**src/rtl/ctp_timer_cfg.svh**
```systemverilog
// constants for the cascaded timer pair
`ifndef CTP_TIMER_CFG_SVH
`define CTP_TIMER_CFG_SVH
`define CTP_CS_CASCADE 3'h4
`define CTP_CS_INT1    3'h1
`define CTP_CS_INT2    3'h2
`define CTP_CS_INT3    3'h3
`define CTP_DIV_BIT1   1
`define CTP_DIV_BIT2   3
`define CTP_DIV_BIT3   5
`define CTP_CLR_MA     2'h1
`define CTP_CLR_MB     2'h2
`define CTP_CLR_EXT    2'h3
`define CTP_PIN_ZERO   2'h1
`define CTP_PIN_ONE    2'h2
`define CTP_PIN_TOG    2'h3
`define CTP_CNT_RST    8'h00
`define CTP_COR_RST    8'hff
`define CTP_CNT_TOP    8'hff
`endif

```
**src/rtl/ctp_pkg.sv**
```systemverilog
// types shared by the cascaded timer pair
package ctp_pkg;
    // per-channel software configuration
    typedef struct packed {
        logic [2:0] count_clock_select;
        logic       clear_select_high;
        logic       clear_select_low;
        logic [3:0] pin_action_select;     // [1:0] match a, [3:2] match b
        logic       match_a_interrupt_enable;
        logic       match_b_interrupt_enable;
        logic       overflow_interrupt_enable;
    } ctp_cfg_s;
    // per-channel flags, also used as clear strobes
    typedef struct packed {
        logic a;
        logic b;
        logic ov;
    } ctp_flag_s;
    // per-channel state
    typedef struct packed {
        logic [7:0] cnt;
        logic [7:0] cora;
        logic [7:0] corb;
        ctp_flag_s  flag;
        logic       pin;
        logic       clk_prev;
    } ctp_chan_s;
    // result of one channel step
    typedef struct packed {
        ctp_chan_s ch;
        logic      ma;
        logic      mb;
        logic      ov;
    } ctp_step_s;
    // write target select
    typedef enum logic [2:0] {
        CTP_W_CNT_HI  = 3'h0,
        CTP_W_CNT_LO  = 3'h1,
        CTP_W_CORA_HI = 3'h2,
        CTP_W_CORB_HI = 3'h3,
        CTP_W_CORA_LO = 3'h4,
        CTP_W_CORB_LO = 3'h5
    } ctp_wsel_e;
    // whole block state
    typedef struct packed {
        ctp_chan_s  hi;
        ctp_chan_s  lo;
        logic [7:0] presc;
        logic [7:0] cap_rise;
        logic [7:0] cap_fall;
        logic       cap_s1;
        logic       cap_s2;
        logic       cap_prev;
        logic       cap_arm;
        logic       cap_pend;
        logic       cap_flag;
        logic       clr_s1;
        logic       clr_s2;
        logic       clr_prev;
        logic       run;
    } ctp_state_s;
endpackage

```
**src/rtl/ctp_timer_pair.sv**
```systemverilog
// cascaded 8-bit timer pair with input capture on the lower channel
`timescale 1ns/1ps
`include "ctp_timer_cfg.svh"
module ctp_timer_pair
    import ctp_pkg::*;
(
    input  wire logic       clk_sys,                     // system clock
    input  wire logic       rst_b,                       // async reset, low
    input  wire logic       module_stop,                 // 1 halts the block
    input  wire ctp_cfg_s   cfg_hi,                      // upper channel setup
    input  wire ctp_cfg_s   cfg_lo,                      // lower channel setup
    input  wire logic       upper_cascade_select,        // 16-bit mode select
    input  wire logic       lower_cascade_select,        // match count select
    input  wire logic       capture_source_select,       // capture enable
    input  wire logic       capture_interrupt_enable,    // capture req enable
    input  wire logic       capture_input_signal,        // capture pin
    input  wire logic       upper_external_clear_input,  // upper clear pin
    input  wire logic       wr_en,                       // write strobe
    input  wire ctp_wsel_e  wr_sel,                      // write target
    input  wire logic [7:0] wr_data,                     // write data
    input  wire logic       cap_rd,                      // capture regs read
    input  wire ctp_flag_s  flag_clr_hi,                 // upper flag clears
    input  wire ctp_flag_s  flag_clr_lo,                 // lower flag clears
    input  wire logic       capture_flag_clear,          // capture flag clear
    output logic [7:0]      up_counter_hi,               // upper count
    output logic [7:0]      up_counter_lo,               // lower count
    output logic [7:0]      capture_rise_register,       // capture copy 1
    output logic [7:0]      capture_fall_register,       // capture copy 2
    output ctp_flag_s       flags_hi,                    // upper flags
    output ctp_flag_s       flags_lo,                    // lower flags
    output logic            capture_flag,                // capture flag
    output logic            upper_timer_output,          // upper pin
    output logic            lower_timer_output,          // lower pin
    output logic            match_a_interrupt,           // shared match a req
    output logic            match_b_interrupt,           // shared match b req
    output logic            overflow_interrupt,          // shared overflow req
    output logic            capture_interrupt,           // capture req
    output logic            irq_any,                     // some request up
    output logic [1:0]      irq_top                      // highest request
);

    // ****************************************
    // functions
    // ****************************************

    // level of the selected internal clock; stop and cascade read low
    function automatic logic clk_level(logic [2:0] cs, logic [7:0] p);
        logic l;
        l = 1'b0;
        if (cs == `CTP_CS_INT1) begin
            l = p[`CTP_DIV_BIT1];
        end else if (cs == `CTP_CS_INT2) begin
            l = p[`CTP_DIV_BIT2];
        end else if (cs == `CTP_CS_INT3) begin
            l = p[`CTP_DIV_BIT3];
        end
        return l;
    endfunction

    // match is raised only when the counter moves off the equal value
    function automatic logic match_hit(logic [7:0] c, logic [7:0] r,
                                       logic evt, logic blk);
        return evt && (c == r) && !blk;
    endfunction

    // one step of a channel: count, clear, write, flags and pin
    function automatic ctp_step_s chan_step(ctp_chan_s c, ctp_cfg_s g,
                                            logic evt, logic ext,
                                            logic wcnt, logic wa,
                                            logic wb, logic sup,
                                            logic [7:0] wd,
                                            ctp_flag_s clr);
        ctp_step_s  s;
        logic [1:0] sel;
        logic [1:0] act_a;
        logic [1:0] act_b;
        logic [1:0] act;
        logic       clear;
        s     = '{ch: c, ma: 1'b0, mb: 1'b0, ov: 1'b0};
        sel   = {g.clear_select_high, g.clear_select_low};
        s.ma  = match_hit(c.cnt, c.cora, evt, wa | sup);
        s.mb  = match_hit(c.cnt, c.corb, evt, wb | sup);
        clear = ((sel == `CTP_CLR_MA) && s.ma) ||
                ((sel == `CTP_CLR_MB) && s.mb) ||
                ((sel == `CTP_CLR_EXT) && ext);
        s.ov  = evt && !clear && !wcnt && (c.cnt == `CTP_CNT_TOP);
        // clear first, then the write, then the count-up
        if (clear) begin
            s.ch.cnt = `CTP_CNT_RST;
        end else if (wcnt) begin
            s.ch.cnt = wd;
        end else if (evt) begin
            s.ch.cnt = c.cnt + 8'h01;
        end
        if (wa) begin
            s.ch.cora = wd;
        end
        if (wb) begin
            s.ch.corb = wd;
        end
        // a new event wins over a clear in the same cycle
        s.ch.flag.a  = s.ma | (c.flag.a & !clr.a);
        s.ch.flag.b  = s.mb | (c.flag.b & !clr.b);
        s.ch.flag.ov = s.ov | (c.flag.ov & !clr.ov);
        // action codes rise with priority, so the larger one wins
        act_a = s.ma ? g.pin_action_select[1:0] : 2'h0;
        act_b = s.mb ? g.pin_action_select[3:2] : 2'h0;
        act   = (act_a > act_b) ? act_a : act_b;
        case (act)
            `CTP_PIN_ZERO: begin
                s.ch.pin = 1'b0;
            end
            `CTP_PIN_ONE: begin
                s.ch.pin = 1'b1;
            end
            `CTP_PIN_TOG: begin
                s.ch.pin = !c.pin;
            end
            default: begin
                s.ch.pin = c.pin;
            end
        endcase
        return s;
    endfunction

    // ****************************************
    // state
    // ****************************************

    ctp_state_s st_reg;   // all block state
    ctp_state_s st_next;  // its next value

    ctp_step_s  step_hi;  // upper step result
    ctp_step_s  step_lo;  // lower step result

    // ****************************************
    // next state
    // ****************************************

    // one pass computes the whole pair; lower runs on a precomputed
    // upper match so no loop forms between the two steps
    always_comb begin
        logic       m16;
        logic       mcm;
        logic       lvl_hi;
        logic       lvl_lo;
        logic       base_hi;
        logic       base_lo;
        logic       evt_hi;
        logic       evt_lo;
        logic       ma_pre;
        logic       rise;
        logic       fall;
        logic       cap_go;
        logic       cap_fire;
        logic       ext_clr;
        logic       wcnt_hi;
        logic       wcnt_lo;
        logic       wa_hi;
        logic       wb_hi;
        logic       wa_lo;
        logic       wb_lo;
        st_next = st_reg;
        evt_hi  = 1'b0;
        evt_lo  = 1'b0;
        // halted until the system releases module stop
        st_next.run = !module_stop;
        // prescaler cleared to zero while halted
        st_next.presc = st_reg.run ? (st_reg.presc + 8'h01) : 8'h00;
        // mode decode
        m16 = (cfg_hi.count_clock_select == `CTP_CS_CASCADE) &&
              upper_cascade_select;
        mcm = (cfg_lo.count_clock_select == `CTP_CS_CASCADE) &&
              lower_cascade_select;
        // falling edge of the selected level, glitch on switch included
        lvl_hi  = clk_level(cfg_hi.count_clock_select, st_reg.presc);
        lvl_lo  = clk_level(cfg_lo.count_clock_select, st_reg.presc);
        base_hi = st_reg.run && st_reg.hi.clk_prev && !lvl_hi;
        base_lo = st_reg.run && st_reg.lo.clk_prev && !lvl_lo;
        st_next.hi.clk_prev = lvl_hi;
        st_next.lo.clk_prev = lvl_lo;
        // writes only land while the block runs
        wcnt_hi = st_reg.run && wr_en && (wr_sel == CTP_W_CNT_HI);
        wcnt_lo = st_reg.run && wr_en && (wr_sel == CTP_W_CNT_LO);
        wa_hi   = st_reg.run && wr_en && (wr_sel == CTP_W_CORA_HI);
        wb_hi   = st_reg.run && wr_en && (wr_sel == CTP_W_CORB_HI);
        wa_lo   = st_reg.run && wr_en && (wr_sel == CTP_W_CORA_LO);
        wb_lo   = st_reg.run && wr_en && (wr_sel == CTP_W_CORB_LO);
        // upper match a as seen by the match count mode
        ma_pre = match_hit(st_reg.hi.cnt, st_reg.hi.cora, base_hi, wa_hi);
        // capture pin: two stages, then edge detect on the second
        st_next.cap_s1   = capture_input_signal;
        st_next.cap_s2   = st_reg.cap_s1;
        st_next.cap_prev = st_reg.cap_s2;
        rise = st_reg.cap_s2 && !st_reg.cap_prev;
        fall = !st_reg.cap_s2 && st_reg.cap_prev;
        // external clear pin, same treatment
        st_next.clr_s1   = upper_external_clear_input;
        st_next.clr_s2   = st_reg.clr_s1;
        st_next.clr_prev = st_reg.clr_s2;
        ext_clr = st_reg.run && st_reg.clr_s2 && !st_reg.clr_prev;
        // capture sequencing
        cap_go   = 1'b0;
        cap_fire = 1'b0;
        if (!capture_source_select || !st_reg.run) begin
            st_next.cap_arm  = 1'b0;
            st_next.cap_pend = 1'b0;
        end else begin
            if (rise) begin
                st_next.cap_arm = 1'b1;
            end else if (fall && st_reg.cap_arm) begin
                st_next.cap_arm = 1'b0;
                cap_go          = 1'b1;
            end
            cap_go = cap_go || st_reg.cap_pend;
            if (cap_go && cap_rd) begin
                st_next.cap_pend = 1'b1;
            end else begin
                st_next.cap_pend = 1'b0;
                cap_fire         = cap_go;
            end
        end
        if (cap_fire) begin
            st_next.cap_rise = st_reg.lo.cnt;
            st_next.cap_fall = st_reg.lo.cnt;
        end
        st_next.cap_flag = cap_fire | (st_reg.cap_flag & !capture_flag_clear);
        // count events per mode; both modes at once starve both
        if (m16 && mcm) begin
            evt_lo = 1'b0;
        end else if (mcm) begin
            evt_lo = ma_pre;
        end else begin
            evt_lo = base_lo;
        end
        step_lo = chan_step(st_reg.lo, cfg_lo, evt_lo, 1'b0, wcnt_lo,
                            wa_lo, wb_lo, cap_fire, wr_data,
                            flag_clr_lo);
        if (m16 && mcm) begin
            evt_hi = 1'b0;
        end else if (m16) begin
            evt_hi = step_lo.ov;
        end else begin
            evt_hi = base_hi;
        end
        // upper clears act on the upper byte only
        step_hi = chan_step(st_reg.hi, cfg_hi, evt_hi, ext_clr, wcnt_hi,
                            wa_hi, wb_hi, 1'b0, wr_data,
                            flag_clr_hi);
        st_next.hi          = step_hi.ch;
        st_next.hi.clk_prev = lvl_hi;
        st_next.lo          = step_lo.ch;
        st_next.lo.clk_prev = lvl_lo;
    end

    // ****************************************
    // registers
    // ****************************************

    // reset leaves counting halted and compares at their top value
    always_ff @(posedge clk_sys or negedge rst_b) begin
        if (!rst_b) begin
            st_reg         <= '0;
            st_reg.hi.cora <= `CTP_COR_RST;
            st_reg.hi.corb <= `CTP_COR_RST;
            st_reg.lo.cora <= `CTP_COR_RST;
            st_reg.lo.corb <= `CTP_COR_RST;
            st_reg.run     <= 1'b0;
        end else begin
            st_reg <= st_next;
        end
    end

    // ****************************************
    // outputs
    // ****************************************

    assign up_counter_hi         = st_reg.hi.cnt;
    assign up_counter_lo         = st_reg.lo.cnt;
    assign capture_rise_register = st_reg.cap_rise;
    assign capture_fall_register = st_reg.cap_fall;
    assign flags_hi              = st_reg.hi.flag;
    assign flags_lo              = st_reg.lo.flag;
    assign capture_flag          = st_reg.cap_flag;
    assign upper_timer_output    = st_reg.hi.pin;
    assign lower_timer_output    = st_reg.lo.pin;

    // both channels feed one line per kind
    assign match_a_interrupt =
        (st_reg.hi.flag.a & cfg_hi.match_a_interrupt_enable) |
        (st_reg.lo.flag.a & cfg_lo.match_a_interrupt_enable);
    assign match_b_interrupt =
        (st_reg.hi.flag.b & cfg_hi.match_b_interrupt_enable) |
        (st_reg.lo.flag.b & cfg_lo.match_b_interrupt_enable);
    assign overflow_interrupt =
        (st_reg.hi.flag.ov & cfg_hi.overflow_interrupt_enable) |
        (st_reg.lo.flag.ov & cfg_lo.overflow_interrupt_enable);
    assign capture_interrupt = st_reg.cap_flag & capture_interrupt_enable;

    assign irq_any = match_a_interrupt | match_b_interrupt |
                     overflow_interrupt | capture_interrupt;

    // fixed ranking of the pending requests
    always_comb begin
        if (match_a_interrupt) begin
            irq_top = 2'h0;
        end else if (match_b_interrupt) begin
            irq_top = 2'h1;
        end else if (overflow_interrupt) begin
            irq_top = 2'h2;
        end else begin
            irq_top = 2'h3;
        end
    end

endmodule // ctp_timer_pair

```
**config.mk**
```make
export PLATFORM = sky130hd
export DESIGN_NAME = ctp_timer_pair
export DESIGN_NICKNAME = d
export VERILOG_FILES = /design/src/rtl/ctp_pkg.sv /design/src/rtl/ctp_timer_pair.sv
export VERILOG_INCLUDE_DIRS = /design/src /design/src/rtl
export SDC_FILE = /design/constraint.sdc
export NUM_CORES = 1
export LEC_CHECK = 0
export BUFFER_PORTS_ARGS = -buffer_cell sky130_fd_sc_hd__buf_2
export CAP_MARGIN = 5
export CELL_PAD_IN_SITES_DETAIL_PLACEMENT = 0
export CELL_PAD_IN_SITES_GLOBAL_PLACEMENT = 1
export CORE_MARGIN = 2
export CORE_UTILIZATION = 46
export CTS_CLUSTER_SIZE = 20
export DETAILED_ROUTE_END_ITERATION = 10
export GPL_TIMING_DRIVEN = 0
export PLACE_DENSITY_LB_ADDON = 0.1
export SYNTH_ARGS = -nofsm -noshare
export SYNTH_HDL_FRONTEND = slang
export SYNTH_SLANG_ARGS = --single-unit
```
**constraint.sdc**
```tcl
create_clock -name clk_sys -period 8.1 [get_ports clk_sys]
set_clock_uncertainty 0.1 [all_clocks]
set_input_delay 1.215 -clock clk_sys [delete_from_list [all_inputs] [get_ports clk_sys]]
set_output_delay 1.215 -clock clk_sys [all_outputs]
set_load 0.02 [all_outputs]
```
; ---- After elaboration in Yosys (flattened, before gate mapping)
; Index checks and enable logic that the tools add are counted.
[word_totals]
regBits = 84
output_inout_bits = 48
input_bits = 53
word_cells = 206
[classes]
mux = 37
bitwise = 29
reduce_logical = 77
eq_ne = 30
addsub = 3
order_cmp = 2
[op_table]
columns = cell, count
row1 = $mux 8, 7
row2 = $logic_and 1x1->1, 41
row3 = $eq 8x8->1, 4
row4 = $logic_not 1->1, 25
row5 = $add 8x1->8 const B, 3
row6 = $mux 1, 19
row7 = $eq 3x2->1 const B, 6
row8 = $mux 2, 9
row9 = $eq 8x8->1 const B, 2
row10 = $or 1x1->1, 15
row11 = $reduce_bool 3->1, 5
row12 = $and 1x1->1, 14
row13 = $eq 2x2->1 const B, 7
row14 = $eq 3x3->1 const B, 4
row15 = $eq 3x1->1 const B, 3
row16 = $eq 2x1->1 const B, 4
row17 = $pmux 1 s3, 2
row18 = $logic_or 1x1->1, 5
row19 = $gt 2x2->1, 2
row20 = $logic_not 3->1, 1

; ---- Longest topological paths before layout
[logic_depth]
word_depth = 31
mapped_depth = 16
depth_no_buf = 13

; ---- Least setup slack after synthesis
; Ideal clock, no wire load.
[synth_timing]
path_kind = input-to-reg
startpoint = input port wr_sel[0]
endpoint = register st_reg, in the netlist lower_timer_output
slack_ps = 4219
t_required_ps = 7863
path_buffers = 1
path_stages = 13
t_arrival_ps = 3644
path_cell_list = buf_2 nor4b_4 nor3_2 a31oi_4 nor2b_1 and4_1 and2_1 ha_1 nor2b_1 o21ai_0 nand3_1 o21ai_0 a31oi_1
[synth_between]
elab_chain_len = 13
word_cells_on_any_way = 27
cone_classes = order compare (1) / eq/ne (6) / mux (6) / bitwise (2) / reduce/logical (12)
[synth_lines]
columns = item, line_no
row1 = from (decl), ctp_timer_pair.sv:19  ; input wire ctp_wsel_e wr_sel,
row2 = $eq 3x2->1, ctp_timer_pair.sv:185  ; wa_hi = st_reg.run && wr_en && (wr_sel == CTP_W_CORA_HI);
row3 = $logic_and 1x1->1, ctp_timer_pair.sv:185
row4 = $logic_not 1->1, ctp_timer_pair.sv:63  ; return evt && (c == r) && !blk;
row5 = $logic_and 1x1->1, ctp_timer_pair.sv:63
row6 = $mux 1, ctp_timer_pair.sv:231  ; end else if (mcm) begin
row7 = $mux 1, ctp_timer_pair.sv:229  ; if (m16 && mcm) begin
row8 = $logic_and 1x1->1 (2 in series), ctp_timer_pair.sv:63
row9 = "$mux 2, on equally long branches", "ctp_timer_pair.sv:106, ctp_timer_pair.sv:107"
row10 = $gt 2x2->1, ctp_timer_pair.sv:108  ; act = (act_a > act_b) ? act_a : act_b;
row11 = $mux 2 *, ctp_timer_pair.sv:108
row12 = $eq 2x2->1 / $eq 2x1->1 (equally long branches), ctp_timer_pair.sv:109  ; case (act)
row13 = $pmux 1 s3 / $reduce_bool 3->1 (equally long branches), --
row14 = to (signal assigned), ctp_timer_pair.sv:270  ; st_reg <= st_next;
row15 = to (decl), ctp_timer_pair.sv:130  ; ctp_state_s st_reg;
; Every way passes the cells marked *; elsewhere a longest branch is shown, timed or not.
; A chain may end at the register's enable or synchronous reset.

; ---- Final worst setup path
; Ends and elaborated chain as after synthesis.

==> impl_metrics.csv <==
group,metric,value,unit
route,ant_nets,0,
cells_and_area,area_growth,19.1,%
placed_design,dp_hpwl,7.88,mm
timing,min_period_over_period,0.493,
cts,clk_path_buf_depth,2,
timing,worst_slack,4.11,ns
setup_path,r2r_start,"up_counter_lo[6]",
cts,cts.sinks,82,
timing,final_hold_viol_count,0,
die,die_area,0.0109,mm²
cts,postCtsSetupBuffers,0,
synth,yosysTopAreaCell,"dfrtp_1",
setup_path,rrSetupSlack,4.67,ns
hold_path,whs_path_depth,0,
setup_path,reg2reg_to,"upper_timer_output",
cells_and_area,final_util,0.567,
grt,grt_pass1_wl,17.0,mm
die,start_util,0.476,
synth,synth_top_cell_area_share,0.269,
die,die_width,105,µm
cts,clk_pin_slew,0.09,ns
timing,worst_pin_slew,0.862,ns
power,p_leak,0.00259,µW
synth,async_reset_ff_frac,1.00,
setup_path,crit_fanout,10,
synth,synth_edf_count,0,
power,p_per_area,224,mW/mm²
timing,rsz0062_at_grt,"no",
setup_path,cpPeakStageDelay,0.67,ns
route,drt_iter0_drc,170,
cells_and_area,largest_reg_flops,45,
grt,grt.overflow.total,0,
setup_path,crit_required,8.23,ns
route,vias,3414,
hold_path,hold_path_end,"st_next[7]",
die,die_h,105,µm
synth,ys_warn_count,0,
cts,cts_inserted_buffers,9,
placed_design,post-place-ws,3.74,ns
synth,synth_common_cells,"50 x dfrtp_1, 42 x mux2_2, 39 x buf_4",
setup_path,worstPathArrival,4.12,ns
setup_path,critPathLaunchType,"input pin",
route,first_pass_iters,4,
synth,yosysUniqueCellTypes,51,
cells_and_area,nFillCells,910,
power,ir_worst_vdd,0.000109,V
route,drc,0,
synth,synth_nets,487,
cts,clock_latency,0.35,ns
setup_path,crit_slowest_cell,"nor4b_4",
timing,tns,0,ns
timing,max_freq,250,MHz
die,num_rows,36,
power,p_total,1240,µW
grt,antenna_found_initial,0,
timing,holdWs,0.255,ns
timing,slew_violations,0,
setup_path,rr_worst_depth,14,
synth,syn_inst,425,
die,coreArea,0.00977,mm²
cts,htreeDepth,3,
cts,postCtsHoldBufs,0,
cts,tritoncts,"done",
route,wl_per_cell,15.2,µm
cells_and_area,nets,598,
route,vias_per_cell,5.07,
job,drv_cap,0,
grt,grt_pass1_vias,3358,
setup_path,end_kind,"flip-flop",
placed_design,place_congestion,0.817,
grt,grt_max_degree,46,
cells_and_area,drive_gt1_frac,0.455,
setup_path,path_class,"input pin to flip-flop",
cells_and_area,antenna_cells,0,
run_status,status,"complete, no violations",
hold_path,min-delay-start,"st_next[8]",
setup_path,path_cells,"buf_2 > nor4b_4 > nor3_2 > a31oi_4 > nor2b_1 > and4_1 > and2_1 > ha_1 > nor2b_1 > o21ai_0 > nand3_1 > o21ai_0 > a31oi_1",
cts,root_buffer,"clkbuf_8",
synth,synth.avg_cell_area,10.9,µm²
grt,track_usage,0.195,
cts,cts-resized-gates,0,
die,io_pins,101,
timing,slew_headroom,0.421,
synth,synth.most_common_cell,"dfrtp_1",
synth,synth-main-ff-cell,"dfrtp_1",
timing,setup-violations-final,0,
synth,synthTopCellsByArea,"dfrtp_1 27%, dfstp_2 18%, mux2_2 10%, buf_4 6.3%, xnor2_1 5.1%",
hold_path,hold_class,"flip-flop to flip-flop",
synth,ys_ff_latch,82,
route,totalWireLength,10.3,mm
synth,synth_seq_area_share,0.450,
placed_design,io_buffers,99,
synth,synth.cell_area,0.00465,mm²
timing,period_needed,3.99,ns
==> critical path, delay by kind of cell <==
family | cells | cell delay (ns)
and+or+nand+nor | 7 | 1.68
buffers and inverters | 1 | 0.15
adders and majority gates | 1 | 0.30
AOI/OAI and AO/OA | 4 | 0.77
==> report_power, final <==
part / total (µW) / internal [µW] / leakage (µW) / switching [µW]
Sequential: 570 / 504 / 0.000975 / 66.8
Combinational: 373 / 192 / 0.00152 / 181
Clock: 298 / 150 / 0.0000953 / 148
==> kinds of logic after synthesis <==
| group | synth area share |
|---|---|
| AO/OA/AOI/OAI | 0.0743 |
| XOR/XNOR | 0.0939 |
| adder cells (fa/ha/maj) | 0.0242 |
| buffers and inverters | 0.0934 |
| flip-flops | 0.450 |
| multiplexers | 0.111 |
| AND/OR/NAND/NOR | 0.154 |
==> through the flow <==
step	cell area, µm²	instances
after global routing	5540	674
final	5540	674
after CTS	5540	674
after global placement	5310	657
after detailed placement	5340	658
after floorplan	4650	425
==> area by class of cell <==
| cell class | count | area (µm²) | share of cell area |
|---|---|---|---|
| clock inverter | 5 | 55.1 | 0.00994 |
| buffer | 54 | 378 | 0.0682 |
| multi-input combinational | 274 | 2120 | 0.384 |
| timing repair buffer | 100 | 526 | 0.0949 |
| clock buffer | 11 | 141 | 0.0255 |
| sequential | 82 | 2090 | 0.378 |
| inverter | 15 | 56.3 | 0.0102 |
| tap | 133 | 166 | 0.0300 |
==> worst max-delay path by stage <==
stage | start | end | slack [ns]
floorplan | wr_sel[0] | lower_timer_output | 4.22
global placement | wr_sel[0] | lower_timer_output | 3.74
detailed placement | wr_sel[0] | lower_timer_output | 3.74
CTS | wr_sel[0] | lower_timer_output | 4.12
global route | wr_sel[0] | lower_timer_output | 3.88
finish | wr_sel[0] | lower_timer_output | 4.11
==> per-layer routing <==
metal / vias up / wire length [µm] / GRT usage
li1: 1647 / - / -
met1: 1653 / 5000 / 0.279
met2: 104 / 4650 / 0.308
met3: 10 / 496 / 0.0293
met4: 0 / 114 / 0.0550
met5: - / 0 / 0
==> layout by cell type, fill, tap and decap left out, types with 2 or more instances in the layout <==
cell type,count
nand2b_1,3
nand3b_1,2
xnor2_1,27
o21ai_0,7
clkinv_2,2
nand3_1,13
buf_2,103
xor2_1,21
dfrtp_1,50
nor2_1,28
nor3_1,5
dfstp_2,32
and2_1,11
a21o_1,3
buf_6,3
a31oi_1,2
o22ai_1,3
clkbuf_8,10
clkbuf_1,8
mux2_2,42
a21oi_1,5
nor3b_1,3
nor2b_1,11
and3_1,6
a22o_1,3
mux2i_1,2
ha_1,9
clkinvlp_4,2
a31oi_4,2
buf_4,40
inv_1,15
and4_1,2
nand4_1,11
a211oi_1,12
nand2_1,22
Power figures use the tool's default switching activity.
